File: config.mk
export PLATFORM = sky130hd
export DESIGN_NAME = ccr_bank
export DESIGN_NICKNAME = d
export VERILOG_FILES = /design/src/core/ccr_pkg.sv /design/src/core/ccr_decode.sv /design/src/core/ccr_bank.sv
export VERILOG_INCLUDE_DIRS = /design/src /design/src/core
export SDC_FILE = /design/constraint.sdc
export NUM_CORES = 1
export LEC_CHECK = 0
export BUFFER_PORTS_ARGS = -buffer_cell sky130_fd_sc_hd__clkbuf_2
export CAP_MARGIN = 30
export CORE_MARGIN = 5
export CORE_UTILIZATION = 53
export DETAILED_ROUTE_END_ITERATION = 8
export MAX_ROUTING_LAYER = met4
export PLACE_DENSITY = 0.95
export SYNTH_ARGS = -nofsm -noshare
export SYNTH_HDL_FRONTEND = slang
export SYNTH_SLANG_ARGS = --single-unit
File: constraint.sdc
create_clock -name clk -period 4.2 [get_ports clk]
set_clock_uncertainty 0.2 [all_clocks]
set_input_delay 0.21 -clock clk [delete_from_list [all_inputs] [get_ports clk]]
set_output_delay 0.21 -clock clk [all_outputs]
set_load 0.1 [all_outputs]
File: src/core/ccr_cfg.svh
// register offsets, field positions, reset values and code tables for the charger bank
`ifndef CCR_CFG_SVH
`define CCR_CFG_SVH
`define CCR_ADDR_PRIMARY 8'h0A
`define CCR_ADDR_THRESH 8'h0B
`define CCR_ADDR_TIMER 8'h0C
`define CCR_RST_PRIMARY 8'h00
`define CCR_RST_THRESH 8'h00
`define CCR_RST_TIMER 8'h00
`define CCR_RST_PIN_STAGES 2'h3
`define CCR_RST_PIN_PREV 1'h1
`define CCR_THRESH_MASK 8'h7F
`define CCR_TIMER_MASK 8'h3F
`define CCR_REG_RESERVED 3'h7
`define CCR_BIT_AUTOSTOP 7
`define CCR_BIT_RESTART 6
`define CCR_BIT_CHGON 0
`define CCR_RECHG_BASE_MV 10'h046
`define CCR_RECHG_STEP_MV 10'h032
`define CCR_VREG_BASE_MV 13'h0FD2
`define CCR_VREG_STEP_MV 13'h0032
`define CCR_VPRE_BASE_MV 13'h0834
`define CCR_VPRE_STEP_MV 13'h0096
`endif

File: src/core/ccr_pkg.sv
// types shared by the charger configuration bank
package ccr_pkg;
  typedef struct packed {
    logic auto_stop_enable;
    logic auto_restart_enable;
    logic [1:0] recharge_offset_select;
    logic [2:0] regulation_voltage_select;
    logic charger_on;
  } ccr_primary_t;
  typedef struct packed {
    logic unused7;
    logic [2:0] precharge_voltage_select;
    logic [1:0] precharge_current_select;
    logic [1:0] done_current_select;
  } ccr_thresh_t;
  typedef struct packed {
    logic [1:0] unused76;
    logic [1:0] maintain_timer_select;
    logic [1:0] fast_timer_select;
    logic [1:0] pre_timer_select;
  } ccr_timer_t;
  // decoded settings handed to the charger core
  typedef struct packed {
    logic auto_stop_enable;
    logic auto_restart_enable;
    logic charger_on;
    logic regulation_valid;
    logic [12:0] regulation_mv;
    logic [9:0] recharge_drop_mv;
    logic [12:0] precharge_mv;
    logic [4:0] precharge_current_pct;
    logic [4:0] done_current_pct;
    logic [9:0] maintain_min;
    logic [9:0] fast_limit_min;
    logic [7:0] pre_limit_min;
  } ccr_settings_t;
  typedef struct packed {
    ccr_primary_t primary;
    ccr_thresh_t thresh;
    ccr_timer_t timer;
    logic [1:0] supply_sync;
    logic supply_prev;
    logic [7:0] rdata;
  } ccr_state_t;
endpackage

File: src/core/ccr_decode.sv
// decodes stored register fields into charger settings
`include "ccr_cfg.svh"
module ccr_decode
  import ccr_pkg::*;
(
  input ccr_primary_t primary,
  input ccr_thresh_t thresh,
  input ccr_timer_t timer,
  output ccr_settings_t settings
);
  // fraction of fast-charge current in percent, 5/10/20/30
  function automatic logic [4:0] frac_pct(input logic [1:0] code);
    unique case (code)
      2'h0: frac_pct = 5'h05;
      2'h1: frac_pct = 5'h0A;
      2'h2: frac_pct = 5'h14;
      2'h3: frac_pct = 5'h1E;
    endcase
  endfunction

  always_comb begin
    settings.auto_stop_enable = primary.auto_stop_enable;
    settings.auto_restart_enable = primary.auto_restart_enable;
    settings.charger_on = primary.charger_on;
    // reserved code flagged so the core never regulates above 4.35V
    settings.regulation_valid = primary.regulation_voltage_select != `CCR_REG_RESERVED;
    settings.regulation_mv = `CCR_VREG_BASE_MV
      + `CCR_VREG_STEP_MV * {10'h000, primary.regulation_voltage_select};
    settings.recharge_drop_mv = `CCR_RECHG_BASE_MV
      + `CCR_RECHG_STEP_MV * {8'h00, primary.recharge_offset_select};
    settings.precharge_mv = `CCR_VPRE_BASE_MV
      + `CCR_VPRE_STEP_MV * {10'h000, thresh.precharge_voltage_select};
    settings.precharge_current_pct = frac_pct(thresh.precharge_current_select);
    settings.done_current_pct = frac_pct(thresh.done_current_select);
    unique case (timer.maintain_timer_select)
      2'h0: settings.maintain_min = 10'h000;
      2'h1: settings.maintain_min = 10'h00F;
      2'h2: settings.maintain_min = 10'h01E;
      2'h3: settings.maintain_min = 10'h03C;
    endcase
    unique case (timer.fast_timer_select)
      2'h0: settings.fast_limit_min = 10'h04B;
      2'h1: settings.fast_limit_min = 10'h096;
      2'h2: settings.fast_limit_min = 10'h12C;
      2'h3: settings.fast_limit_min = 10'h258;
    endcase
    unique case (timer.pre_timer_select)
      2'h0: settings.pre_limit_min = 8'h1E;
      2'h1: settings.pre_limit_min = 8'h3C;
      2'h2: settings.pre_limit_min = 8'h78;
      2'h3: settings.pre_limit_min = 8'hF0;
    endcase
  end
endmodule

File: src/core/ccr_bank.sv
// charger configuration register bank with supply-edge reload
// What this block does
// - bit 7 of primary register enables auto-stop from maintain to maintain-done
// - bit 6 enables automatic restart when battery falls below restart threshold
// - two-bit field sets restart threshold 70, 120, 170 or 220 mV below regulation
// - three-bit field sets regulation 4.05V to 4.35V in 50mV steps, 111 reserved
// - bit 0 turns charging on or off, system supply unaffected
// - all three registers return to defaults on charger supply rising edge
// - pre-charge voltage 2.10V to 3.15V in 0.15V steps
// - pre-charge current 0.05, 0.1, 0.2 or 0.3 of fast-charge current
// - done threshold 0.05, 0.1, 0.2 or 0.3 of fast-charge current
// - maintain timer 0, 15, 30 or 60 minutes, bits 5:4
// - fast-charge limit 75, 150, 300 or 600 minutes, bits 3:2
// - pre-charge limit 30, 60, 120 or 240 minutes, bits 1:0
`include "ccr_cfg.svh"
module ccr_bank
  import ccr_pkg::*;
(
  input wire logic clk,
  input wire logic rst_b,
  input wire logic [7:0] reg_addr,
  input wire logic reg_wr,
  input wire logic [7:0] reg_wdata,
  input wire logic reg_rd,
  output logic [7:0] reg_rdata,
  output logic reg_hit,
  input wire logic write_protect,
  input wire logic charger_input_supply,
  output ccr_settings_t settings
);
  ccr_state_t s_q;
  ccr_state_t s_d;
  logic supply_rise;

  // power-on contents; pin stages start high so a supply already present
  // when reset lifts is not taken for a fresh plug-in edge
  localparam ccr_state_t state_rst = '{
    primary: ccr_primary_t'(`CCR_RST_PRIMARY),
    thresh: ccr_thresh_t'(`CCR_RST_THRESH),
    timer: ccr_timer_t'(`CCR_RST_TIMER),
    supply_sync: `CCR_RST_PIN_STAGES,
    supply_prev: `CCR_RST_PIN_PREV,
    rdata: '0
  };

  // address match driving reg_hit only; read and write paths decode reg_addr in their own case statements
  function automatic logic is_bank(input logic [7:0] a);
    is_bank = (a == `CCR_ADDR_PRIMARY) || (a == `CCR_ADDR_THRESH) || (a == `CCR_ADDR_TIMER);
  endfunction

  assign supply_rise = s_q.supply_sync[1] & ~s_q.supply_prev;
  assign reg_hit = is_bank(reg_addr);

  // next state; supply edge reload beats a simultaneous write
  always_comb begin
    s_d = s_q;
    s_d.supply_sync = {s_q.supply_sync[0], charger_input_supply};
    s_d.supply_prev = s_q.supply_sync[1];
    if (supply_rise) begin
      s_d.primary = ccr_primary_t'(`CCR_RST_PRIMARY);
      s_d.thresh = ccr_thresh_t'(`CCR_RST_THRESH);
      s_d.timer = ccr_timer_t'(`CCR_RST_TIMER);
    end else if (reg_wr) begin
      unique case (reg_addr)
        `CCR_ADDR_PRIMARY: begin
          if (!write_protect) begin
            s_d.primary = ccr_primary_t'(reg_wdata);
          end
        end
        `CCR_ADDR_THRESH: s_d.thresh = ccr_thresh_t'(reg_wdata & `CCR_THRESH_MASK);
        `CCR_ADDR_TIMER: s_d.timer = ccr_timer_t'(reg_wdata & `CCR_TIMER_MASK);
        default: ;
      endcase
    end
    // read data registered; unmapped addresses read zero
    if (reg_rd) begin
      unique case (reg_addr)
        `CCR_ADDR_PRIMARY: s_d.rdata = s_q.primary;
        `CCR_ADDR_THRESH: s_d.rdata = s_q.thresh;
        `CCR_ADDR_TIMER: s_d.rdata = s_q.timer;
        default: s_d.rdata = 8'h00;
      endcase
    end
  end

  // single state register; reset puts every field at its default
  always_ff @(posedge clk or negedge rst_b) begin
    if (!rst_b) begin
      s_q <= state_rst;
    end else begin
      s_q <= s_d;
    end
  end

  assign reg_rdata = s_q.rdata;

  ccr_decode u_decode (
    .primary(s_q.primary),
    .thresh(s_q.thresh),
    .timer(s_q.timer),
    .settings(settings)
  );

  // primary register write path and its protection
  a_protect_holds: assert property (@(posedge clk) disable iff (!rst_b)
    reg_wr && reg_addr == `CCR_ADDR_PRIMARY && write_protect && !supply_rise
    |=> $stable(s_q.primary)) else $error("primary changed under write protect");
  a_primary_write: assert property (@(posedge clk) disable iff (!rst_b)
    reg_wr && reg_addr == `CCR_ADDR_PRIMARY && !write_protect && !supply_rise
    |=> s_q.primary == $past(reg_wdata)) else $error("primary write lost");
  a_stop_write: assert property (@(posedge clk) disable iff (!rst_b)
    reg_wr && reg_addr == `CCR_ADDR_PRIMARY && !write_protect && !supply_rise
    |=> settings.auto_stop_enable == $past(reg_wdata[`CCR_BIT_AUTOSTOP]))
    else $error("auto-stop bit misplaced");
  a_restart_write: assert property (@(posedge clk) disable iff (!rst_b)
    reg_wr && reg_addr == `CCR_ADDR_PRIMARY && !write_protect && !supply_rise
    |=> settings.auto_restart_enable == $past(reg_wdata[`CCR_BIT_RESTART]))
    else $error("auto-restart bit misplaced");
  a_enable_write: assert property (@(posedge clk) disable iff (!rst_b)
    reg_wr && reg_addr == `CCR_ADDR_PRIMARY && !write_protect && !supply_rise
    |=> settings.charger_on == $past(reg_wdata[`CCR_BIT_CHGON]))
    else $error("charger enable bit misplaced");
  a_chg_follow: assert property (@(posedge clk) disable iff (!rst_b)
    settings.charger_on == s_q.primary[`CCR_BIT_CHGON]
    && settings.auto_stop_enable == s_q.primary[`CCR_BIT_AUTOSTOP]
    && settings.auto_restart_enable == s_q.primary[`CCR_BIT_RESTART])
    else $error("control bits misrouted");

  // supply edge reload; a write in the same cycle must lose
  a_supply_reload: assert property (@(posedge clk) disable iff (!rst_b)
    supply_rise |=> s_q.primary == ccr_primary_t'(`CCR_RST_PRIMARY)
      && s_q.timer == ccr_timer_t'(`CCR_RST_TIMER)
      && s_q.thresh == ccr_thresh_t'(`CCR_RST_THRESH))
    else $error("no reload on supply edge");

  // masked registers keep their unused bits clear
  a_upper_zero: assert property (@(posedge clk) disable iff (!rst_b)
    s_q.thresh.unused7 == 1'h0 && s_q.timer.unused76 == 2'h0)
    else $error("unused bits set");
  a_thresh_write: assert property (@(posedge clk) disable iff (!rst_b)
    reg_wr && reg_addr == `CCR_ADDR_THRESH && !supply_rise
    |=> s_q.thresh == ($past(reg_wdata) & `CCR_THRESH_MASK))
    else $error("threshold write lost");
  a_timer_write: assert property (@(posedge clk) disable iff (!rst_b)
    reg_wr && reg_addr == `CCR_ADDR_TIMER && !supply_rise
    |=> s_q.timer == ($past(reg_wdata) & `CCR_TIMER_MASK))
    else $error("timer write lost");
  a_unmapped_write: assert property (@(posedge clk) disable iff (!rst_b)
    reg_wr && !reg_hit && !supply_rise
    |=> $stable(s_q.primary) && $stable(s_q.thresh) && $stable(s_q.timer))
    else $error("unmapped write changed a register");

  // registered read port; data stands until the next read strobe
  a_read_primary: assert property (@(posedge clk) disable iff (!rst_b)
    reg_rd && reg_addr == `CCR_ADDR_PRIMARY |=> reg_rdata == $past(s_q.primary))
    else $error("primary read wrong");
  a_read_thresh: assert property (@(posedge clk) disable iff (!rst_b)
    reg_rd && reg_addr == `CCR_ADDR_THRESH |=> reg_rdata == $past(s_q.thresh))
    else $error("threshold read wrong");
  a_read_timer: assert property (@(posedge clk) disable iff (!rst_b)
    reg_rd && reg_addr == `CCR_ADDR_TIMER |=> reg_rdata == $past(s_q.timer))
    else $error("timer read wrong");
  a_read_unmapped: assert property (@(posedge clk) disable iff (!rst_b)
    reg_rd && !reg_hit |=> reg_rdata == 8'h00)
    else $error("unmapped read not zero");
  a_rdata_holds: assert property (@(posedge clk) disable iff (!rst_b)
    !reg_rd |=> $stable(reg_rdata))
    else $error("read data moved without a read");

  // decoded values against the code tables, not against the decoder's arithmetic
  a_rechg_table: assert property (@(posedge clk) disable iff (!rst_b)
    (s_q.primary.recharge_offset_select == 2'h0 && settings.recharge_drop_mv == 10'h046)
    || (s_q.primary.recharge_offset_select == 2'h1 && settings.recharge_drop_mv == 10'h078)
    || (s_q.primary.recharge_offset_select == 2'h2 && settings.recharge_drop_mv == 10'h0AA)
    || (s_q.primary.recharge_offset_select == 2'h3 && settings.recharge_drop_mv == 10'h0DC))
    else $error("recharge offset decode wrong");
  a_reg_table: assert property (@(posedge clk) disable iff (!rst_b)
    (s_q.primary.regulation_voltage_select == 3'h0 && settings.regulation_mv == 13'h0FD2)
    || (s_q.primary.regulation_voltage_select == 3'h1 && settings.regulation_mv == 13'h1004)
    || (s_q.primary.regulation_voltage_select == 3'h2 && settings.regulation_mv == 13'h1036)
    || (s_q.primary.regulation_voltage_select == 3'h3 && settings.regulation_mv == 13'h1068)
    || (s_q.primary.regulation_voltage_select == 3'h4 && settings.regulation_mv == 13'h109A)
    || (s_q.primary.regulation_voltage_select == 3'h5 && settings.regulation_mv == 13'h10CC)
    || (s_q.primary.regulation_voltage_select == 3'h6 && settings.regulation_mv == 13'h10FE)
    || s_q.primary.regulation_voltage_select == `CCR_REG_RESERVED)
    else $error("regulation decode wrong");
  a_reg_reserved: assert property (@(posedge clk) disable iff (!rst_b)
    (s_q.primary.regulation_voltage_select == `CCR_REG_RESERVED) != settings.regulation_valid)
    else $error("reserved regulation code not flagged");
  a_reg_range: assert property (@(posedge clk) disable iff (!rst_b)
    settings.regulation_valid |-> settings.regulation_mv <= 13'h10FE
      && settings.regulation_mv >= 13'h0FD2) else $error("regulation out of range");
  a_rechg_range: assert property (@(posedge clk) disable iff (!rst_b)
    settings.recharge_drop_mv >= 10'h046 && settings.recharge_drop_mv <= 10'h0DC)
    else $error("recharge offset out of range");
  a_pre_range: assert property (@(posedge clk) disable iff (!rst_b)
    settings.precharge_mv >= 13'h0834 && settings.precharge_mv <= 13'h0C4E)
    else $error("precharge voltage out of range");
  a_pre_volt_table: assert property (@(posedge clk) disable iff (!rst_b)
    (s_q.thresh.precharge_voltage_select == 3'h0 && settings.precharge_mv == 13'h0834)
    || (s_q.thresh.precharge_voltage_select == 3'h1 && settings.precharge_mv == 13'h08CA)
    || (s_q.thresh.precharge_voltage_select == 3'h2 && settings.precharge_mv == 13'h0960)
    || (s_q.thresh.precharge_voltage_select == 3'h3 && settings.precharge_mv == 13'h09F6)
    || (s_q.thresh.precharge_voltage_select == 3'h4 && settings.precharge_mv == 13'h0A8C)
    || (s_q.thresh.precharge_voltage_select == 3'h5 && settings.precharge_mv == 13'h0B22)
    || (s_q.thresh.precharge_voltage_select == 3'h6 && settings.precharge_mv == 13'h0BB8)
    || (s_q.thresh.precharge_voltage_select == 3'h7 && settings.precharge_mv == 13'h0C4E))
    else $error("precharge voltage decode wrong");
  a_pre_current_table: assert property (@(posedge clk) disable iff (!rst_b)
    (s_q.thresh.precharge_current_select == 2'h0 && settings.precharge_current_pct == 5'h05)
    || (s_q.thresh.precharge_current_select == 2'h1 && settings.precharge_current_pct == 5'h0A)
    || (s_q.thresh.precharge_current_select == 2'h2 && settings.precharge_current_pct == 5'h14)
    || (s_q.thresh.precharge_current_select == 2'h3 && settings.precharge_current_pct == 5'h1E))
    else $error("precharge current decode wrong");
  a_done_table: assert property (@(posedge clk) disable iff (!rst_b)
    (s_q.thresh.done_current_select == 2'h0 && settings.done_current_pct == 5'h05)
    || (s_q.thresh.done_current_select == 2'h1 && settings.done_current_pct == 5'h0A)
    || (s_q.thresh.done_current_select == 2'h2 && settings.done_current_pct == 5'h14)
    || (s_q.thresh.done_current_select == 2'h3 && settings.done_current_pct == 5'h1E))
    else $error("done threshold decode wrong");
  a_maint_table: assert property (@(posedge clk) disable iff (!rst_b)
    (s_q.timer.maintain_timer_select == 2'h0 && settings.maintain_min == 10'h000)
    || (s_q.timer.maintain_timer_select == 2'h1 && settings.maintain_min == 10'h00F)
    || (s_q.timer.maintain_timer_select == 2'h2 && settings.maintain_min == 10'h01E)
    || (s_q.timer.maintain_timer_select == 2'h3 && settings.maintain_min == 10'h03C))
    else $error("maintain timer decode wrong");
  a_fast_table: assert property (@(posedge clk) disable iff (!rst_b)
    (s_q.timer.fast_timer_select == 2'h0 && settings.fast_limit_min == 10'h04B)
    || (s_q.timer.fast_timer_select == 2'h1 && settings.fast_limit_min == 10'h096)
    || (s_q.timer.fast_timer_select == 2'h2 && settings.fast_limit_min == 10'h12C)
    || (s_q.timer.fast_timer_select == 2'h3 && settings.fast_limit_min == 10'h258))
    else $error("fast-charge timer decode wrong");
  a_pre_timer_table: assert property (@(posedge clk) disable iff (!rst_b)
    (s_q.timer.pre_timer_select == 2'h0 && settings.pre_limit_min == 8'h1E)
    || (s_q.timer.pre_timer_select == 2'h1 && settings.pre_limit_min == 8'h3C)
    || (s_q.timer.pre_timer_select == 2'h2 && settings.pre_limit_min == 8'h78)
    || (s_q.timer.pre_timer_select == 2'h3 && settings.pre_limit_min == 8'hF0))
    else $error("pre-charge timer decode wrong");
endmodule

After elaboration in Yosys (flattened, before gate mapping)
Cells that the tools add are included.
- add/sub/neg operators: 3
- $mul: 3
- eq/ne operators: 20
- multiplexer cells: 12
- bitwise operators: 2
- reductions and logical operators: 14
- operator list (cell ; number):
    case mux 10 bit (4 select lines) ; 2
    two-way mux 24 bit ; 2
    case mux 5 bit (4 select lines) ; 2
    two-way mux 8 bit ; 4
    case mux 8 bit (4 select lines) ; 1
    == test 8 x 4 -> 1 bit (second input constant) ; 3
    case mux 8 bit (3 select lines) ; 1
    == test 2 bit (second input constant) ; 10
    adder 12 x 11 -> 13 bit (first input constant) ; 1
    adder 12 x 9 -> 13 bit (first input constant) ; 1
    == test 2 x 1 -> 1 bit (second input constant) ; 5
    logical NOT 2 bit ; 5
    multiplier 7 x 3 -> 10 bit (first input constant) ; 1
    adder 7 x 8 -> 9 bit (first input constant) ; 1
    multiplier 5 x 3 -> 8 bit (first input constant) ; 1
    nonzero test 2 bit ; 4
    multiplier 5 x 2 -> 7 bit (first input constant) ; 1
    AND reduction 2 bit ; 2
    inequality test 3 bit (second input constant) ; 1
    AND reduction 3 bit ; 1
    logical OR 1 bit ; 2
    inequality test 2 x 1 -> 1 bit (second input constant) ; 1
    bitwise AND 1 bit ; 1
    inverter 1 bit ; 1
- register bits: 35
- input bits: 22
- logic and storage cells: 70

Depth between registers and ports, before layout
Gate-level depths: netlist (run 1).
- depth after elaboration: 4
- gate-level depth with buffers: 9

Modules after synthesis
From an unflattened synthesis (run 1), not the netlist that was laid out.
- cell total of the unflattened synthesis: 298
- area, all modules: 2707.6 µm²
- modules (own cells, without submodules) (module ; instances ; cells an instance ; area an instance (µm²)):
    ccr_bank ; 1 ; 143 ; 1559.0
    ccr_decode ; 1 ; 155 ; 1148.6

Worst setup path before layout (run 1)
OpenSTA, ideal clock, no wires.
- path type: reg-to-output
- from: register s_q[28] (netlist name)
- to: output port settings[70] (netlist name)
- arrival time: 4539 ps
- required time: 3790 ps
- path slack: -749 ps
- stages on the path, launching flop included: 5
- cells stage by stage: dfrtp_1 inv_1 ha_1 nor2_1 nor4b_1
- RTL lines (item ; RTL line ; RTL):
    start, declared ; ccr_bank.sv:31 ; ccr_state_t s_q;
    start signal, assigned ; ccr_bank.sv:89 ; s_q <= state_rst;
    end, declared ; ccr_bank.sv:29 ; output ccr_settings_t settings

==> out/metrics.cfg, run 1 <==
[setup_path]
path_cells = ha_1, ha_1, inv_1, fa_1, xor3_1, and3_1, a21oi_4, mux2_4, a2bb2oi_2, buf_2
cp_slowest_stage_delay_ns = 0.61
cp_data_required_time_ns = 3.79
reg2regPathDepth = 4
regToRegSetupSlack_ns = 2.80
startpoint = s_q[23]$_DFFE_PN0P_
startpoint_type = flip-flop
rr_endpoint = reg_rdata[5]$_DFFE_PN0P_
crit_top_cell = ha_1
crit_slowest_cell = dfrtp_1
critPathCapture = settings[47]
worstPathArrival_ns = 3.63
crit_type = reg -> out
cp_max_fo = 14
cp-end-kind = output pin
r2r_start = s_q[24]$_DFFE_PN0P_

[layout]
fill_cells = 399
final-instance-count-excl-fill = 439
diodes = 0
layout.nets = 424
area_growth_syn_to_layout_pct = 17.7
drive_gt1_frac = 0.331
final_cell_area_um2 = 3140

[synth]
syn-cell-area_um2 = 2670
yosysSeqAreaShare = 0.301
synth_flop_cell = dfrtp_1
yosys.area.top_type_share = 0.272
synth_edf_count = 0
synth_cells = 295
synth_area_leader_cell = dfrtp_1
ys_ff_latch = 32
ys_warn_count = 0
synth.distinct_cells = 48
syn_avg_cell_area_um2 = 9.06
yosys-top-cells-area = dfrtp_1 27%, ha_1 14%, mux2i_1 11%
async_flop_share = 1.00

[pwr]
fin_total_pwr_mw = 0.666
ir_drop_v = 0.000163
p_leak_nw = 1.74
power_density_nw_per_um2 = 212

[place]
dp_slack_ns = 0.441
portBuffers = 96
placed_cells = 428
gp_congestion = 0.899
dpl.hpwl_um = 4900
place_area_um2 = 3020

[floorplan]
core_area_um2 = 4820
start_util = 0.555
die_h_um = 81.0
io_pins = 109
die_w_um = 81.0
die_area_um2 = 6560
num_rows = 25

[clock_tree]
clock_tree.buffer_depth = 2
clock_latency_ns = 0.28
cts_buffers = 5
htreeDepth = 2
root_buffer = clkbuf_8
cts_tree = yes
cts_num_sinks = 32
path_clk_slew_ns = 0.07
cts_setup_buffers = 0

[sta]
setup_viol = 0
slew_violations = 0
period_share = 0.963
period_needed_ns = 4.04
hold_viol_final = 0
worstMarginPinSlew_ns = 0.793
holdWs_ns = 0.00226
rsz0062_at_grt = no
fmax_ghz = 0.247
worst_slack_ns = 0.157
slew_headroom = 0.472

[routing]
detail-route-antenna-nets = 0
vias = 2217
drc = 0
wirelength_um = 6200
wl_met1_um = 2500
met2WireLength_um = 3240
first_iter_violations = 114
drt_first_pass_iters = 4
routedWlPerCell_um = 14.1
viasPerCell = 5.05
top_layer = met4
wl_met3_um = 375

[min_path]
min_path_type = in -> reg

[global_routing]
grt_usage = 0.199
antenna_found_initial = 0
grt_start_max_net_pins = 33
grt-ovfl-total = 0
grt_pass1_vias = 2144
grt_pass1_wl_um = 9970

[outcome]
outcome = completed

[run]
timing.max_cap.violations = 0

## logic make-up after synthesis
group           Yosys count  synth area share
flops                    32             0.301
buf+inv                  78             0.155
simple gates             78             0.148
compound gates           32            0.0796
xor+xnor                 11            0.0445
other cells               2           0.00281
mux                      31             0.118
fa+ha+maj                31             0.151
## layout make-up
class	count	area [um2]	share of cell area
Inverter	36	135	0.0430
Clock inverter	2	10.0	0.00318
Timing Repair Buffer	101	526	0.167
Clock buffer	6	82.6	0.0263
Tap cell	67	83.8	0.0267
Multi-Input combinational cell	195	1500	0.478
Sequential cell	32	805	0.256
## where the power goes
| group | internal [mW] | leakage [nW] | switching (mW) |
|---|---|---|---|
| sequential | 0.311 | 0.437 | 0.00168 |
| combinational | 0.0172 | 1.25 | 0.0949 |
| clock | 0.130 | 0.0510 | 0.110 |
## cells in the mapped netlist, types with 3 or more instances
library cell / n
ha_1: 29
nand2_1: 9
nor2_1: 37
inv_1: 36
buf_4: 30
xor2_1: 5
mux2i_1: 29
nor2b_1: 3
dfrtp_1: 29
a21oi_1: 11
clkbuf_1: 10
nand3_1: 5
o22ai_1: 8
xnor2_1: 4
or2_2: 3
dfstp_2: 3
nand2b_1: 5
nor4b_1: 4
## worst max-delay path, delay by kind of cell, from the launching register on
family	cells	cell delay, ns
compound gates	2	0.28
xor+xnor	1	0.45
buf+inv	2	0.49
fa+ha+maj	3	0.96
mux	1	0.32
simple gates	1	0.24
flops	1	0.61
## state kept, by name, summed over array words and instances, names as in the netlist
signal and cells:
s_d 2, reg_rdata 8, s_q 22
## what timing repair did
item,in CTS,in global routing
gates resized for setup,0,1
hold buffers,3,0
hold endpoints to repair,31,0
endpoints found under the setup margin,0,1
## per-stage QoR
step                      TNS, ns  utilization
after floorplan             -1.50            -
after global placement          0        0.627
after detailed placement        0        0.627
after CTS                       0        0.653
after global routing            0        0.653
final                           0        0.653
## layout by cell type (no fill, tap or decap), drive strengths merged, types with 2 or more instances in the layout
cell type and instances:
clkbuf 101, nor2 37, inv 36, mux2i 29
ha 29, dfrtp 29, conb 12, a21oi 12
nand2 9, o22ai 8, nand3 5, nand2b 5
xor2 5, xnor2 5, nor4b 4, nor2b 3
or2 3, dlygate4sd3 3, dfstp 3, o21ai 3
and2 3, buf 3, and3 2, fa 2
clkinv 2, mux2 2
## metal layers
| layer | vias to the layer above | global-route usage |
|---|---|---|
| met4 | 0 | 0.0625 |
| met3 | 11 | 0.0399 |
| met5 | - | - |
| li1 | 1079 | - |
| met2 | 85 | 0.349 |
| met1 | 1042 | 0.229 |
## worst min-delay path by stage
stage,start,to,cells past startpoint
6_report,reg_wdata[6],s_q[25]$_DFFE_PN0P_,3
5_1_grt,reg_wdata[2],s_q[13]$_DFFE_PN0P_,3
4_1_cts,reg_wdata[6],s_q[25]$_DFFE_PN0P_,3
3_5_place_dp,charger_input_supply,s_d[10]$_DFF_PN1_,1
3_3_place_gp,charger_input_supply,s_d[10]$_DFF_PN1_,1
2_1_floorplan,rst_b,reg_rdata[0]$_DFFE_PN0P_,0
Note: power is estimated with default switching activity, not from simulation.
==> run 2, diff against run 1 <==
- ABC_AREA: not set -> 1
==> run 2 against run 1 <==
Worst setup slack gained 0.74 ns. Combinational power grew 4%. Routed wire length grew 4.8%. Final cell count grew 16%. Sequential share of layout area shrank 0.061 points. Critical path type unchanged. Highest routed layer unchanged.
==> out/metrics.cfg, run 2 <==
[outcome]
outcome = completed

[place]
placed_cells = 499
dpl.hpwl_um = 5350
gp_congestion = 0.894
portBuffers = 96

[min_path]
min_to = s_q[25]$_DFFE_PN0P_
min_path_type = in -> reg
worstHoldStart = reg_wdata[6]
hold_depth = 5

[synth]
synth_area_leader_cell = dfrtp_1
yosysSeqAreaShare = 0.303
ys_warn_count = 0
synth_edf_count = 0
yosysMostFrequentCell = nand2_1
syn-cell-area_um2 = 2660
yosys-top-cells-area = dfrtp_1 27%, nand2_1 16%, ha_1 14%
synth_flop_cell = dfrtp_1
async_flop_share = 1.00
yosys-top-cells-count = 111 x nand2_1, 51 x inv_1, 29 x buf_4, 29 x dfrtp_1, 29 x ha_1
syn_avg_cell_area_um2 = 7.32
ys_ff_latch = 32
yosys.area.top_type_share = 0.273
synth.distinct_cells = 31
synth_cells = 363

[layout]
regMostFlops = s_q
final_cell_mix = 110 x nand2_1, 96 x clkbuf_2, 51 x inv_1
layout_commonest_cell = nand2_1
diodes = 0
final_util = 0.659
area_growth_syn_to_layout_pct = 18.7
fill_cells = 402
drive_gt1_frac = 0.310
layout.nets = 495
largest_reg_flops = 22
final-instance-count-excl-fill = 509

[floorplan]
num_rows = 25
die_w_um = 80.8
die_area_um2 = 6530
start_util = 0.555
core_area_um2 = 4790
die_h_um = 80.8
io_pins = 109

[global_routing]
grt_pass1_vias = 2382
grt_usage = 0.219
grt_start_max_net_pins = 33
grt_pass1_wl_um = 10900
antenna_found_initial = 0
grt-ovfl-total = 0

[setup_path]
cp_max_fo = 9
rr_endpoint = s_q[29]$_DFFE_PN0P_
r2r_start = s_d[8]$_DFF_PN1_
crit_type = reg -> out
reg2regPathDepth = 5
worstPathArrival_ns = 2.90
cp_data_required_time_ns = 3.79
cp-end-kind = output pin
regToRegSetupSlack_ns = 2.27
startpoint_type = flip-flop

[routing]
vias = 2473
viasPerCell = 4.86
routedWlPerCell_um = 12.8
detail-route-antenna-nets = 0
drt_first_pass_iters = 5
wirelength_um = 6490
drc = 0
first_iter_violations = 158

[clock_tree]
htreeDepth = 2
cts_setup_buffers = 0
cts_buffers = 5
clock_tree.buffer_depth = 2
path_clk_slew_ns = 0.06
root_buffer = clkbuf_8
cts_num_sinks = 32
clock_latency_ns = 0.29
cts_tree = yes

[sta]
worstMarginPinSlew_ns = 0.768
rsz0062_at_grt = no
slew_violations = 0
period_needed_ns = 3.31
holdWs_ns = 0.0281
slew_headroom = 0.488
setup_viol = 0
fmax_ghz = 0.303
period_share = 0.787
hold_viol_final = 0
setup_tns_ns = 0

[pwr]
power_density_nw_per_um2 = 218
p_leak_nw = 1.94
ir_drop_v = 0.000152
fin_total_pwr_mw = 0.686

[run]
timing.max_cap.violations = 0

## run 2: cell count changes after synthesis, sizes merged, moves of 9 or more
| cell | change |
|---|---|
| nand3 | +24 |
| a21oi | -9 |
| mux2i | -29 |
| nand2 | +112 |
| inv | +16 |
## run 2: worst max path at each step
stage	from	endpoint	slack [ns]	cells past startpoint
2_1_floorplan	s_q[28]$_DFFE_PN0P_	settings[70]	-0.09	4
4_1_cts	s_q[24]$_DFFE_PN0P_	settings[47]	0.90	11
6_report	s_q[24]$_DFFE_PN0P_	settings[46]	0.89	14
5_1_grt	s_q[24]$_DFFE_PN0P_	settings[47]	0.71	14
3_5_place_dp	s_q[24]$_DFFE_PN0P_	settings[47]	1.21	11
3_3_place_gp	s_q[24]$_DFFE_PN0P_	settings[47]	1.27	11
## run 2: routing by layer
metal / wire length, um / track usage
met1: 2540 / 0.260
met2: 3240 / 0.374
met3: 572 / 0.0377
met4: 133 / 0.0777
met5: 0 / -
## run 2: cell families (layout without fill, tap and decap cells)
| kind of cell | after synthesis | in the layout | share of synthesized area |
|---|---|---|---|
| AO/OA/AOI/OAI | 13 | 13 | 0.0292 |
| XOR/XNOR | 5 | 5 | 0.0165 |
| adder cells (fa/ha/maj) | 31 | 31 | 0.152 |
| buffers and inverters | 91 | 160 | 0.171 |
| flip-flops | 32 | 32 | 0.303 |
| other | 2 | 12 | 0.00283 |
| AND/OR/NAND/NOR | 189 | 189 | 0.325 |
## run 2: layout make-up
class                           count  area (um2)  area share
Clock buffer                        7        96.3      0.0306
Inverter                           54         205      0.0651
Multi-Input combinational cell    250        1450       0.460
Sequential cell                    32         805       0.255
Tap cell                           67        83.8      0.0266
Timing Repair Buffer               99         510       0.162
## run 2: power breakdown
part | total, mW | switching [mW] | internal (mW)
logic | 0.117 | 0.100 | 0.0165
clock network | 0.256 | 0.110 | 0.146
registers | 0.313 | 0.00161 | 0.312
total | 0.686 | 0.212 | 0.474
## run 2: timing repair
action                                 CTS  global route
resized for setup                        0             0
hold buffers                             3             0
endpoints found under the hold margin   31             0
## run 2: critical path, cell delays in order, from the launching register on
cell and delay [ns]:
dfrtp_1 0.48, ha_1 0.33, ha_1 0.17, inv_1 0.06
fa_1 0.39, inv_1 0.09, nand3_2 0.10, nand2_1 0.12
nand2_2 0.07, nor2_4 0.12, nor2_4 0.05, nand2_2 0.06
nand2_1 0.05, nand2_1 0.06, clkbuf_2 0.45
## run 2: stage by stage
stage                     setup slack, ns  instance area, um2
final                               0.894                3150
after floorplan                   -0.0902                2710
after CTS                           0.896                3150
after detailed placement             1.21                3030
after global routing                0.713                3150
after global placement               1.27                3030
